`config.mk`:
```
export PLATFORM = sky130hd
export DESIGN_NAME = comparator_output_control
export DESIGN_NICKNAME = d
export VERILOG_FILES = /design/src/hdl/comparator_output_control.v /design/src/hdl/state_sync3.v
export VERILOG_INCLUDE_DIRS = /design/src /design/src/common
export SDC_FILE = /design/constraint.sdc
export NUM_CORES = 1
export LEC_CHECK = 0
export BUFFER_PORTS_ARGS = -buffer_cell sky130_fd_sc_hd__buf_2
export CORE_MARGIN = 3
export CORE_UTILIZATION = 62
export DETAILED_ROUTE_END_ITERATION = 12
export PLACE_DENSITY_LB_ADDON = 0.1
export SYNTH_ARGS = -nofsm -noshare
export SYNTH_HDL_FRONTEND = slang
export SYNTH_SLANG_ARGS = --single-unit
```
`constraint.sdc`:
```
create_clock -name i_clock -period 4.95 [get_ports i_clock]
set_clock_uncertainty 0.1 [all_clocks]
set_input_delay 0.495 -clock i_clock [delete_from_list [all_inputs] [get_ports i_clock]]
set_output_delay 0.495 -clock i_clock [all_outputs]
set_load 0.01 [all_outputs]
```
`src/common/comparator_output_control_defines.vh`:
```
// What this block does
// RULE_01: raw result is one when positive input exceeds negative input, else zero
// RULE_02: output equals raw result xor output_invert
// RULE_03: during start-up after enable, output holds output_initial_level
// RULE_04: hysteresis_select picks none or one of three hysteresis levels
// RULE_05: positive selector picks pins only; negative adds the reference divider
// RULE_06: reference voltage is internal_reference_code over 256 times reference
// RULE_07: output is given as a level event, asynchronous, following output level; the code registers o_compare_event on i_clock alongside the pin
// RULE_08: block consumes no events; it only generates them
// RULE_09: configured edge on output sets compare_irq_flag
// RULE_10: edge_sense_select chooses rising, falling or both edges
// RULE_11: interrupt only when compare_irq_enable and compare_irq_flag are set
// RULE_12: interrupt stays asserted until software clears the flag
// RULE_13: idle sleep leaves everything running
// RULE_14: standby disables comparator unless keep_running_in_standby is one
// RULE_15: power-down disables comparator and pad drive
// RULE_16: power profile field selects current versus response time
// RULE_17: software sets analog pins, selectors, optional output, then enable
// RULE_18: pin driven only while pin_output_enable is one
// RULE_19: software sets the output pin as output to avoid floating
// RULE_20: compare_output_state mirrors output through synchroniser, three cycles late
// RULE_21: edge encoding 0 both, 2 falling, 3 rising, 1 reserved
// RULE_22: writing one to the flag bit clears it; zero leaves it
`ifndef COMPARATOR_OUTPUT_CONTROL_DEFINES_VH
`define COMPARATOR_OUTPUT_CONTROL_DEFINES_VH

`define ADDR_CONTROL_A      3'h0
`define ADDR_INPUT_CONTROL  3'h2
`define ADDR_REFERENCE      3'h5
`define ADDR_IRQ_CONTROL    3'h6
`define ADDR_STATUS         3'h7

`define CTRLA_ENABLE        0
`define CTRLA_HYST_LO       1
`define CTRLA_POWER_LO      3
`define CTRLA_PIN_OUT       6
`define CTRLA_STANDBY_RUN   7
`define CTRLA_MASK          8'hdf

`define MUX_NEG_LO          0
`define MUX_POS_LO          3
`define MUX_INIT_LEVEL      6
`define MUX_INVERT          7

`define IRQ_ENABLE_BIT      0
`define IRQ_EDGE_LO         4
`define IRQ_MASK            8'h31

`define STATUS_FLAG         0
`define STATUS_STATE        4

`define RESET_CONTROL_A     8'h00
`define RESET_INPUT_CONTROL 8'h00
`define RESET_REFERENCE     8'hff
`define RESET_IRQ_CONTROL   8'h00

`define EDGE_BOTH           2'h0
`define EDGE_FALLING        2'h2
`define EDGE_RISING         2'h3

`define SLEEP_ACTIVE        2'h0
`define SLEEP_IDLE          2'h1
`define SLEEP_STANDBY       2'h2
`define SLEEP_POWER_DOWN    2'h3

`define STARTUP_NS          1000
`define CLOCK_PERIOD_NS     4
`define STARTUP_CYCLES      ((`STARTUP_NS + `CLOCK_PERIOD_NS - 1) / `CLOCK_PERIOD_NS)

`endif

```
`src/hdl/comparator_output_control.v`:
```
`timescale 1ns/1ps
`include "comparator_output_control_defines.vh"

module comparator_output_control #(
    parameter STARTUP_COUNT = `STARTUP_CYCLES
) (
    input  wire        i_clock,
    input  wire        i_rst_n,
    input  wire [2:0]  i_wb_adr,
    input  wire [7:0]  i_wb_dat,
    input  wire        i_wb_we,
    input  wire        i_wb_sel,
    input  wire        i_wb_cyc,
    input  wire        i_wb_stb,
    output reg  [7:0]  o_wb_dat,
    output reg         o_wb_ack,
    input  wire        i_compare_raw,
    input  wire [1:0]  i_sleep_mode,
    output reg         o_analog_enable,
    output reg  [1:0]  o_hysteresis_select,
    output reg  [1:0]  o_power_profile,
    output reg  [2:0]  o_positive_input_select,
    output reg  [2:0]  o_negative_input_select,
    output reg  [7:0]  o_internal_reference_code,
    output reg         o_compare_pin,
    output reg         o_compare_pin_oe,
    output reg         o_compare_event,
    output reg         o_irq
);
    localparam ST_OFF     = 3'b001;
    localparam ST_STARTUP = 3'b010;
    localparam ST_RUN     = 3'b100;

    reg [7:0]  control_a_q;
    reg [7:0]  input_control_q;
    reg [7:0]  reference_q;
    reg [7:0]  irq_control_q;
    reg        irq_flag_q;
    reg        out_q;
    reg        out_prev_q;
    reg [2:0]  state_q;
    reg [2:0]  state_d;
    reg [31:0] startup_cnt_q;
    reg [7:0]  rd_d;
    reg        edge_hit;
    reg        out_d;
    wire       state_sync;

    wire wr_req = i_wb_cyc & i_wb_stb & i_wb_we & i_wb_sel & ~o_wb_ack;
    wire rd_req = i_wb_cyc & i_wb_stb & ~o_wb_ack;
    wire [1:0] edge_sel = irq_control_q[`IRQ_EDGE_LO +: 2];

    // enable is gated by sleep mode
    wire run_allowed = (i_sleep_mode == `SLEEP_ACTIVE)
                     | (i_sleep_mode == `SLEEP_IDLE) // see RULE_13
                     | ((i_sleep_mode == `SLEEP_STANDBY)
                        & control_a_q[`CTRLA_STANDBY_RUN]); // see RULE_14
    wire comp_on = control_a_q[`CTRLA_ENABLE] & run_allowed; // see RULE_15

    function [7:0] reg_read;
        input [2:0] adr;
        begin
            case (adr)
                `ADDR_CONTROL_A:     reg_read = control_a_q;
                `ADDR_INPUT_CONTROL: reg_read = input_control_q;
                `ADDR_REFERENCE:     reg_read = reference_q;
                `ADDR_IRQ_CONTROL:   reg_read = irq_control_q;
                // state bit is the synchronised copy; see RULE_20
                `ADDR_STATUS:        reg_read = {3'h0, state_sync, 3'h0, irq_flag_q};
                default:             reg_read = 8'h00;
            endcase
        end
    endfunction

    always @* begin
        rd_d = reg_read(i_wb_adr);
    end

    // wishbone slave: ack one cycle after request, unmapped reads zero, writes ignored
    always @(posedge i_clock or negedge i_rst_n) begin
        if (!i_rst_n) begin
            o_wb_ack        <= 1'b0;
            o_wb_dat        <= 8'h00;
            control_a_q     <= `RESET_CONTROL_A;
            input_control_q <= `RESET_INPUT_CONTROL;
            reference_q     <= `RESET_REFERENCE;
            irq_control_q   <= `RESET_IRQ_CONTROL;
        end else begin
            o_wb_ack <= rd_req;
            o_wb_dat <= rd_req ? rd_d : 8'h00;
            if (wr_req) begin
                case (i_wb_adr)
                    `ADDR_CONTROL_A:     control_a_q     <= i_wb_dat & `CTRLA_MASK;
                    `ADDR_INPUT_CONTROL: input_control_q <= i_wb_dat;
                    `ADDR_REFERENCE:     reference_q     <= i_wb_dat;
                    `ADDR_IRQ_CONTROL:   irq_control_q   <= i_wb_dat & `IRQ_MASK;
                    default:             control_a_q     <= control_a_q;
                endcase
            end
        end
    end

    // start-up sequencing; restarts whenever the comparator is switched back on
    always @* begin
        case (state_q)
            ST_OFF:     state_d = comp_on ? ST_STARTUP : ST_OFF;
            ST_STARTUP: state_d = !comp_on ? ST_OFF
                                : (startup_cnt_q >= STARTUP_COUNT - 1) ? ST_RUN : ST_STARTUP;
            ST_RUN:     state_d = comp_on ? ST_RUN : ST_OFF;
            default:    state_d = ST_OFF;
        endcase
    end

    always @* begin
        if (state_q == ST_RUN) begin
            out_d = i_compare_raw ^ input_control_q[`MUX_INVERT]; // see RULE_01 see RULE_02
        end else begin
            out_d = input_control_q[`MUX_INIT_LEVEL]; // see RULE_03
        end
    end

    always @* begin
        case (edge_sel) // see RULE_10 see RULE_21
            `EDGE_BOTH:    edge_hit = out_q ^ out_prev_q;
            `EDGE_FALLING: edge_hit = ~out_q & out_prev_q;
            `EDGE_RISING:  edge_hit = out_q & ~out_prev_q;
            default:       edge_hit = 1'b0;
        endcase
    end

    always @(posedge i_clock or negedge i_rst_n) begin
        if (!i_rst_n) begin
            state_q       <= ST_OFF;
            startup_cnt_q <= 32'h0;
            out_q         <= 1'b0;
            out_prev_q    <= 1'b0;
            irq_flag_q    <= 1'b0;
        end else begin
            state_q       <= state_d;
            startup_cnt_q <= (state_q == ST_STARTUP) ? startup_cnt_q + 32'h1 : 32'h0;
            out_q         <= out_d;
            out_prev_q    <= out_q;
            // set wins over a clearing write in the same cycle
            if (edge_hit & (state_q == ST_RUN)) begin
                irq_flag_q <= 1'b1; // see RULE_09
            end else if (wr_req && i_wb_adr == `ADDR_STATUS && i_wb_dat[`STATUS_FLAG]) begin
                irq_flag_q <= 1'b0; // see RULE_22
            end
        end
    end

    state_sync3 u_state_sync (
        .i_clock (i_clock),
        .i_rst_n (i_rst_n),
        .i_level (out_q),
        .o_level (state_sync)
    );

    // outputs registered; the event is a level copy, so it carries no edge timing of its own
    always @(posedge i_clock or negedge i_rst_n) begin
        if (!i_rst_n) begin
            o_analog_enable           <= 1'b0;
            o_hysteresis_select       <= 2'h0;
            o_power_profile           <= 2'h0;
            o_positive_input_select   <= 3'h0;
            o_negative_input_select   <= 3'h0;
            o_internal_reference_code <= 8'h00;
            o_compare_pin             <= 1'b0;
            o_compare_pin_oe          <= 1'b0;
            o_compare_event           <= 1'b0;
            o_irq                     <= 1'b0;
        end else begin
            o_analog_enable           <= comp_on; // see RULE_14 see RULE_15
            o_hysteresis_select       <= control_a_q[`CTRLA_HYST_LO +: 2]; // see RULE_04
            o_power_profile           <= control_a_q[`CTRLA_POWER_LO +: 2]; // see RULE_16
            o_positive_input_select   <= input_control_q[`MUX_POS_LO +: 3]; // see RULE_05
            o_negative_input_select   <= input_control_q[`MUX_NEG_LO +: 3]; // see RULE_05
            o_internal_reference_code <= reference_q; // see RULE_06
            o_compare_pin             <= out_d;
            o_compare_pin_oe          <= control_a_q[`CTRLA_PIN_OUT]
                                       & (i_sleep_mode != `SLEEP_POWER_DOWN); // see RULE_18
            o_compare_event           <= out_d; // see RULE_07 see RULE_08
            o_irq                     <= irq_control_q[`IRQ_ENABLE_BIT]
                                       & irq_flag_q; // see RULE_11 see RULE_12
        end
    end
endmodule

```
`src/hdl/state_sync3.v`:
```
`timescale 1ns/1ps
// three-stage synchroniser; only the second stage reads the first
module state_sync3 (
    input  wire i_clock,
    input  wire i_rst_n,
    input  wire i_level,
    output wire o_level
);
    reg [2:0] stage_q;

    always @(posedge i_clock or negedge i_rst_n) begin
        if (!i_rst_n) begin
            stage_q <= 3'h0;
        end else begin
            stage_q <= {stage_q[1:0], i_level}; // see RULE_20
        end
    end

    assign o_level = stage_q[2];
endmodule
```
Word level (Yosys, flattened, before mapping)
Index checks and enable logic that the tools add are counted.
Storage, ports and cells
  register bits: 97
  bits of input ports: 20
  output and inout bits: 32
  logic and storage cells: 75
Operators by class
  add/subtract/negate cells: 1
  magnitude comparators: 1
  eq/ne operators: 12
  muxes and demuxes: 12
  bitwise operators: 19
  reduce and logical (&&, ||, !) cells: 10
Operators with widths (count)
  case mux 8 bit (5 select lines): 1
  adder 32 x 1 -> 32 bit (second input constant): 1
  greater-or-equal comparator 32 x 8 -> 1 bit (second input constant): 1
  2-to-1 mux 32 bit: 1
  AND 1 bit: 12
  equality test 3 bit (second input constant): 4
  2-to-1 mux 3 bit: 3
  case mux 3 bit (3 select lines): 1
  2-to-1 mux 8 bit: 1
  AND reduction 2 bit: 4
  equality test 2 bit (second input constant): 3
  equality test 3 x 2 -> 1 bit (second input constant): 2
  logical NOT 2 bit: 2
  equality test 3 x 1 -> 1 bit (second input constant): 1
  logical NOT 3 bit: 1
  2-to-1 mux 1 bit: 3
  inverter 1 bit: 3
  case mux 1 bit (3 select lines): 1
  equality test 2 x 1 -> 1 bit (second input constant): 1
  logical AND 1 bit: 2
  2-to-1 mux 2 bit: 1
  inequality test 2 bit (second input constant): 1
  OR 1 bit: 2
  nonzero test 2 bit: 1
  XOR 1 bit: 2

Logic depth before layout (Yosys ltp)
  depth after elaboration: 8
  depth in mapped cells: 7
  mapped depth without buffers: 6

Cells and area by module
Synthesis repeated with hierarchy kept, for this count alone.
Unflattened totals
  cells, all modules: 354
  area total of the unflattened synthesis: 4210.3 um2
By module, submodules not included
  comparator_output_control: times used 1, cells each 351, area an instance 4135.2 um2
  state_sync3: times used 1, cells each 3, area an instance 75.1 um2

Worst setup path before layout
OpenSTA, ideal clock, no wires.
  path type: input-to-reg
  from: input i_wb_adr[0]
  to: register reference_q[0]
  data arrival time: 1732 ps
  data required time: 4768 ps
  path slack: 3036 ps
  cell stages on the path: 6
  path buffers: 3
  path through: clkbuf_1 and3b_1 clkbuf_1 and2_1 buf_2 mux2_2
Between the ends
  word-level cells in the longest chain between the ends: 2
RTL lines
  start: declaration: line comparator_output_control.v:9  | input wire [2:0] i_wb_adr,
  equality test 3 bit: line comparator_output_control.v:92  | case (i_wb_adr)
  AND reduction 2 bit (no source line)
  end signal: assignment: line comparator_output_control.v:86  | reference_q <= `RESET_REFERENCE;
  end signal: assignment: line comparator_output_control.v:95  | `ADDR_REFERENCE: reference_q <= i_wb_dat;
  end: declaration: line comparator_output_control.v:36  | reg [7:0] reference_q;
No other way between the ends.
A chain may end at the register's enable or synchronous reset.

Worst setup path after layout
  from: register startup_cnt_q[4]
  to: register startup_cnt_q[26]
Between the ends
  word-level cells in the longest chain between the ends: 2
RTL lines
  start: declaration: line comparator_output_control.v:43  | reg [31:0] startup_cnt_q;
  start signal: assignment: line comparator_output_control.v:140  | startup_cnt_q <= (state_q == ST_STARTUP) ? startup_cnt_q + 32'h1 : 32'h0;
  adder 32 x 1 -> 32 bit: line comparator_output_control.v:140
  2-to-1 mux 32 bit: line comparator_output_control.v:140
No other way between the ends.

==> run_results.csv <==
group,metric,value,unit
synth,synth_warnings,0,
synth,async_flop_share,100.0,%
floorplan,die-area,7751,µm²
final_layout,drive_above_1_share,28.39,%
final_layout,diodes,0,
timing,rsz0062_at_grt,"false",
route,dr.first_iter.drc_count,161,
global_route,grt_overflow_total,0,
min_path,hold_class,"primary input to flop",
timing,finalCriticalPeriod,2182,ps
synth,ys_types,45,
worst_setup_path,cp-end-kind,"flop",
place,io_buffer_count,51,
worst_setup_path,critical_path_arrival,2360,ps
worst_setup_path,worst-setup-path-type,"flop to flop",
worst_setup_path,setup.worst_path.start_class,"flop",
floorplan,die_w,88.04,µm
cts,post-cts-setup-buffers,0,
final_layout,syn2layout_area_growth,10.34,%
place,place_hpwl,5.541,mm
floorplan,die_h,88.04,µm
timing,fmax,458.3,MHz
timing,drv_slew,0,
timing,post-route-period-util,44.08,%
final_layout,final_nets,418,
timing,hold_ws,259.6,ps
synth,synth_edf_count,0,
floorplan,design.portCount,52,
pwr,leakagePower,2.131,nW
worst_setup_path,r2r-start,"startup_cnt_q[4]",
synth,synth_most_common_cell,"dfrtp_1",
synth,synth_area_leaders,"dfrtp_1 (52%), mux2_2 (9.2%), dfstp_2 (5.7%)",
synth,syn_inst,350,
floorplan,core_area,6422,µm²
synth,yosys.area.top_type,"dfrtp_1",
cts,cts_buffers,9,
place,dp.cells,458,
global_route,grt_pass1_wl,13.79,mm
worst_setup_path,cp.required,5130,ps
worst_setup_path,crit_fanout,13,
cts,clock_path_buffers,2,
floorplan,fp-row-count,29,
route,remaining_drc_errors,0,
timing,setup_viol,0,
synth,synth_commonest_cells,"dfrtp_1 (87), mux2_2 (34), nor2_1 (23)",
final_layout,fillers,464,
global_route,grt_max_degree,67,
pwr,power_density,317.6,nW/µm²
route,wirelength,8.092,mm
worst_setup_path,critical_path.slowest_cell,"or4_1",
route,firstDrtPassIters,4,
cts,htreeDepth,3,
place,gp_congestion,0.8109,
worst_setup_path,slowest_delay,590,ps
flow_run,cap_viol_max_count,0,
worst_setup_path,reg2reg_slack,2770,ps
global_route,grt_pass1_vias,2849,
synth,yosysSeqAreaShare,57.84,%
synth,synth_area_per_cell,11.92,µm²
synth,syn_nets,375,
synth,ys.flop_type,"dfrtp_1",
cts,worst_skew_pair.late_latency,360,ps
synth,ys_seq_elements,96,
cts,root_buffer,"clkbuf_8",
route,post_drt_wl_per_cell,17.04,µm
timing,finalHoldViolations,0,
outcome,outcome,"finished, final reports clean",
cts,cts_tree,"built",
route,antenna_left,0,
timing,setup_tns,0,ps
final_layout,final_cells,475,
worst_setup_path,cp-startpoint,"startup_cnt_q[4]",
pwr,peakVddDrop,0.0003011,V
floorplan,start_util,64.97,%
cts,clkSinkCount,96,
worst_setup_path,critical_path_buf_inv_count,0,
synth,netlist_area,4173,µm²
min_path,hp-start,"i_sleep_mode[1]",
synth,synthDominantCellAreaShare,52.17,%
route,dr_total_vias,2882,
timing,relSlewSlack,46.26,%
global_route,antenna_found_initial,0,
worst_setup_path,crit_chain,"and4_1 -> nand2_1 -> or4_1 -> a21oi_1",
cts,clkTransAtPathRegs,90,ps
worst_setup_path,cpLargestDelayFamily,"simple AND/OR/NAND/NOR gates",
global_route,grt_usage,23.12,%
timing,tightest_slew,806.0,ps
route,via_per_inst,6.067,
-- power by group --
group | switching, mW | internal, mW | total, mW | leakage, nW
Sequential | 0.0316 | 0.842 | 0.873 | 1.28
Clock | 0.274 | 0.187 | 0.460 | 0.0801
Combinational | 0.0672 | 0.0612 | 0.128 | 0.771
Total | 0.373 | 1.09 | 1.46 | 2.13
-- cell usage in the layout, fill, tap and decap left out, types with 6 or more instances in the layout --
cell / instances
dfrtp_1: 87
buf_2: 50
mux2_2: 34
nor2_1: 23
a21oi_1: 18
nand2_1: 13
o31ai_1: 12
nand3_1: 12
nand4_1: 11
or4_1: 11
xor2_1: 10
o21ai_0: 9
clkbuf_8: 9
dfstp_2: 9
and2_1: 8
nor4_1: 7
a22oi_1: 7
inv_1: 6
or3_1: 6
-- worst reg2reg max path: stages (launching register included) --
cell and delay, ps:
dfrtp_1 420, and4_1 480, nand2_1 360, or4_1 590, a21oi_1 150
-- cells by family (layout without fill, tap and decap cells) --
logic type      Yosys count  in the layout  share of synthesized area [%]
compound gates           59             59                          9.236
xor+xnor                 13             13                          2.729
fa+ha+maj                 5              5                          1.499
buf+inv                  27             75                          3.238
flops                    96             96                          57.84
mux                      35             35                          9.415
simple gates            115            115                          16.04
-- layer usage --
layer  up-vias  track usage [%]  wire, µm
met5         -                0         0
met1      1438            30.61      3587
met4         0            9.066       142
li1       1361                -         -
met2        68            37.47      4067
met3        15            5.174       294
-- through the flow --
step                area, µm²  utilization, %  power (mW)  setup WS (ps)
floorplan                4173               -      0.9513           3036
CTS                      4604           71.69       1.476           2762
finish                   4604           71.69       1.462           2768
detailed placement       4422           68.85       1.018           2616
global placement         4422           68.85       1.014           2688
global route             4604           71.69       1.531           2536
-- final cells by class --
| cell class | count | area, µm² | area share (%) |
|---|---|---|---|
| inverters | 6 | 22.52 | 0.4891 |
| multi-input cells | 227 | 1624 | 35.27 |
| clock buffers | 11 | 131.4 | 2.853 |
| well taps | 77 | 96.34 | 2.092 |
| clock inverters | 5 | 41.29 | 0.8967 |
| repair buffers | 53 | 275.3 | 5.978 |
| flip-flops and latches | 96 | 2414 | 52.42 |
-- final timing paths --
path,end,cells past startpoint
min in group asynchronous,o_internal_reference_code[0],2
worst max-delay path,startup_cnt_q[26],4
max in group asynchronous,input_control_q[6],3
worst max register to register,startup_cnt_q[26],4
worst min register to register,u_state_sync.stage_q[2],0
worst min-delay path,o_compare_pin_oe,2
-- sequential cells by signal, summed over array words and instances (netlist names) --
name	count
o_analog_enable	1
o_compare_event	1
startup_cnt_q	32
state_q	3
input_control_q	8
o_hysteresis_select	2
u_state_sync.stage_q	3
control_a_q	7
reference_q	8
o_internal_reference_code	8
o_wb_dat	8
o_power_profile	2
irq_flag_q	1
o_compare_pin_oe	1
o_negative_input_select	3
o_wb_ack	1
o_positive_input_select	3
irq_control_q	3
o_irq	1
-- timing repair --
| action | 4_1_cts | 5_1_grt |
|---|---|---|
| gates resized for setup | 0 | 0 |
| hold buffers | 1 | 0 |
| endpoints found under the hold margin | 26 | 0 |
No activity file was read; power rests on OpenSTA's default activity.
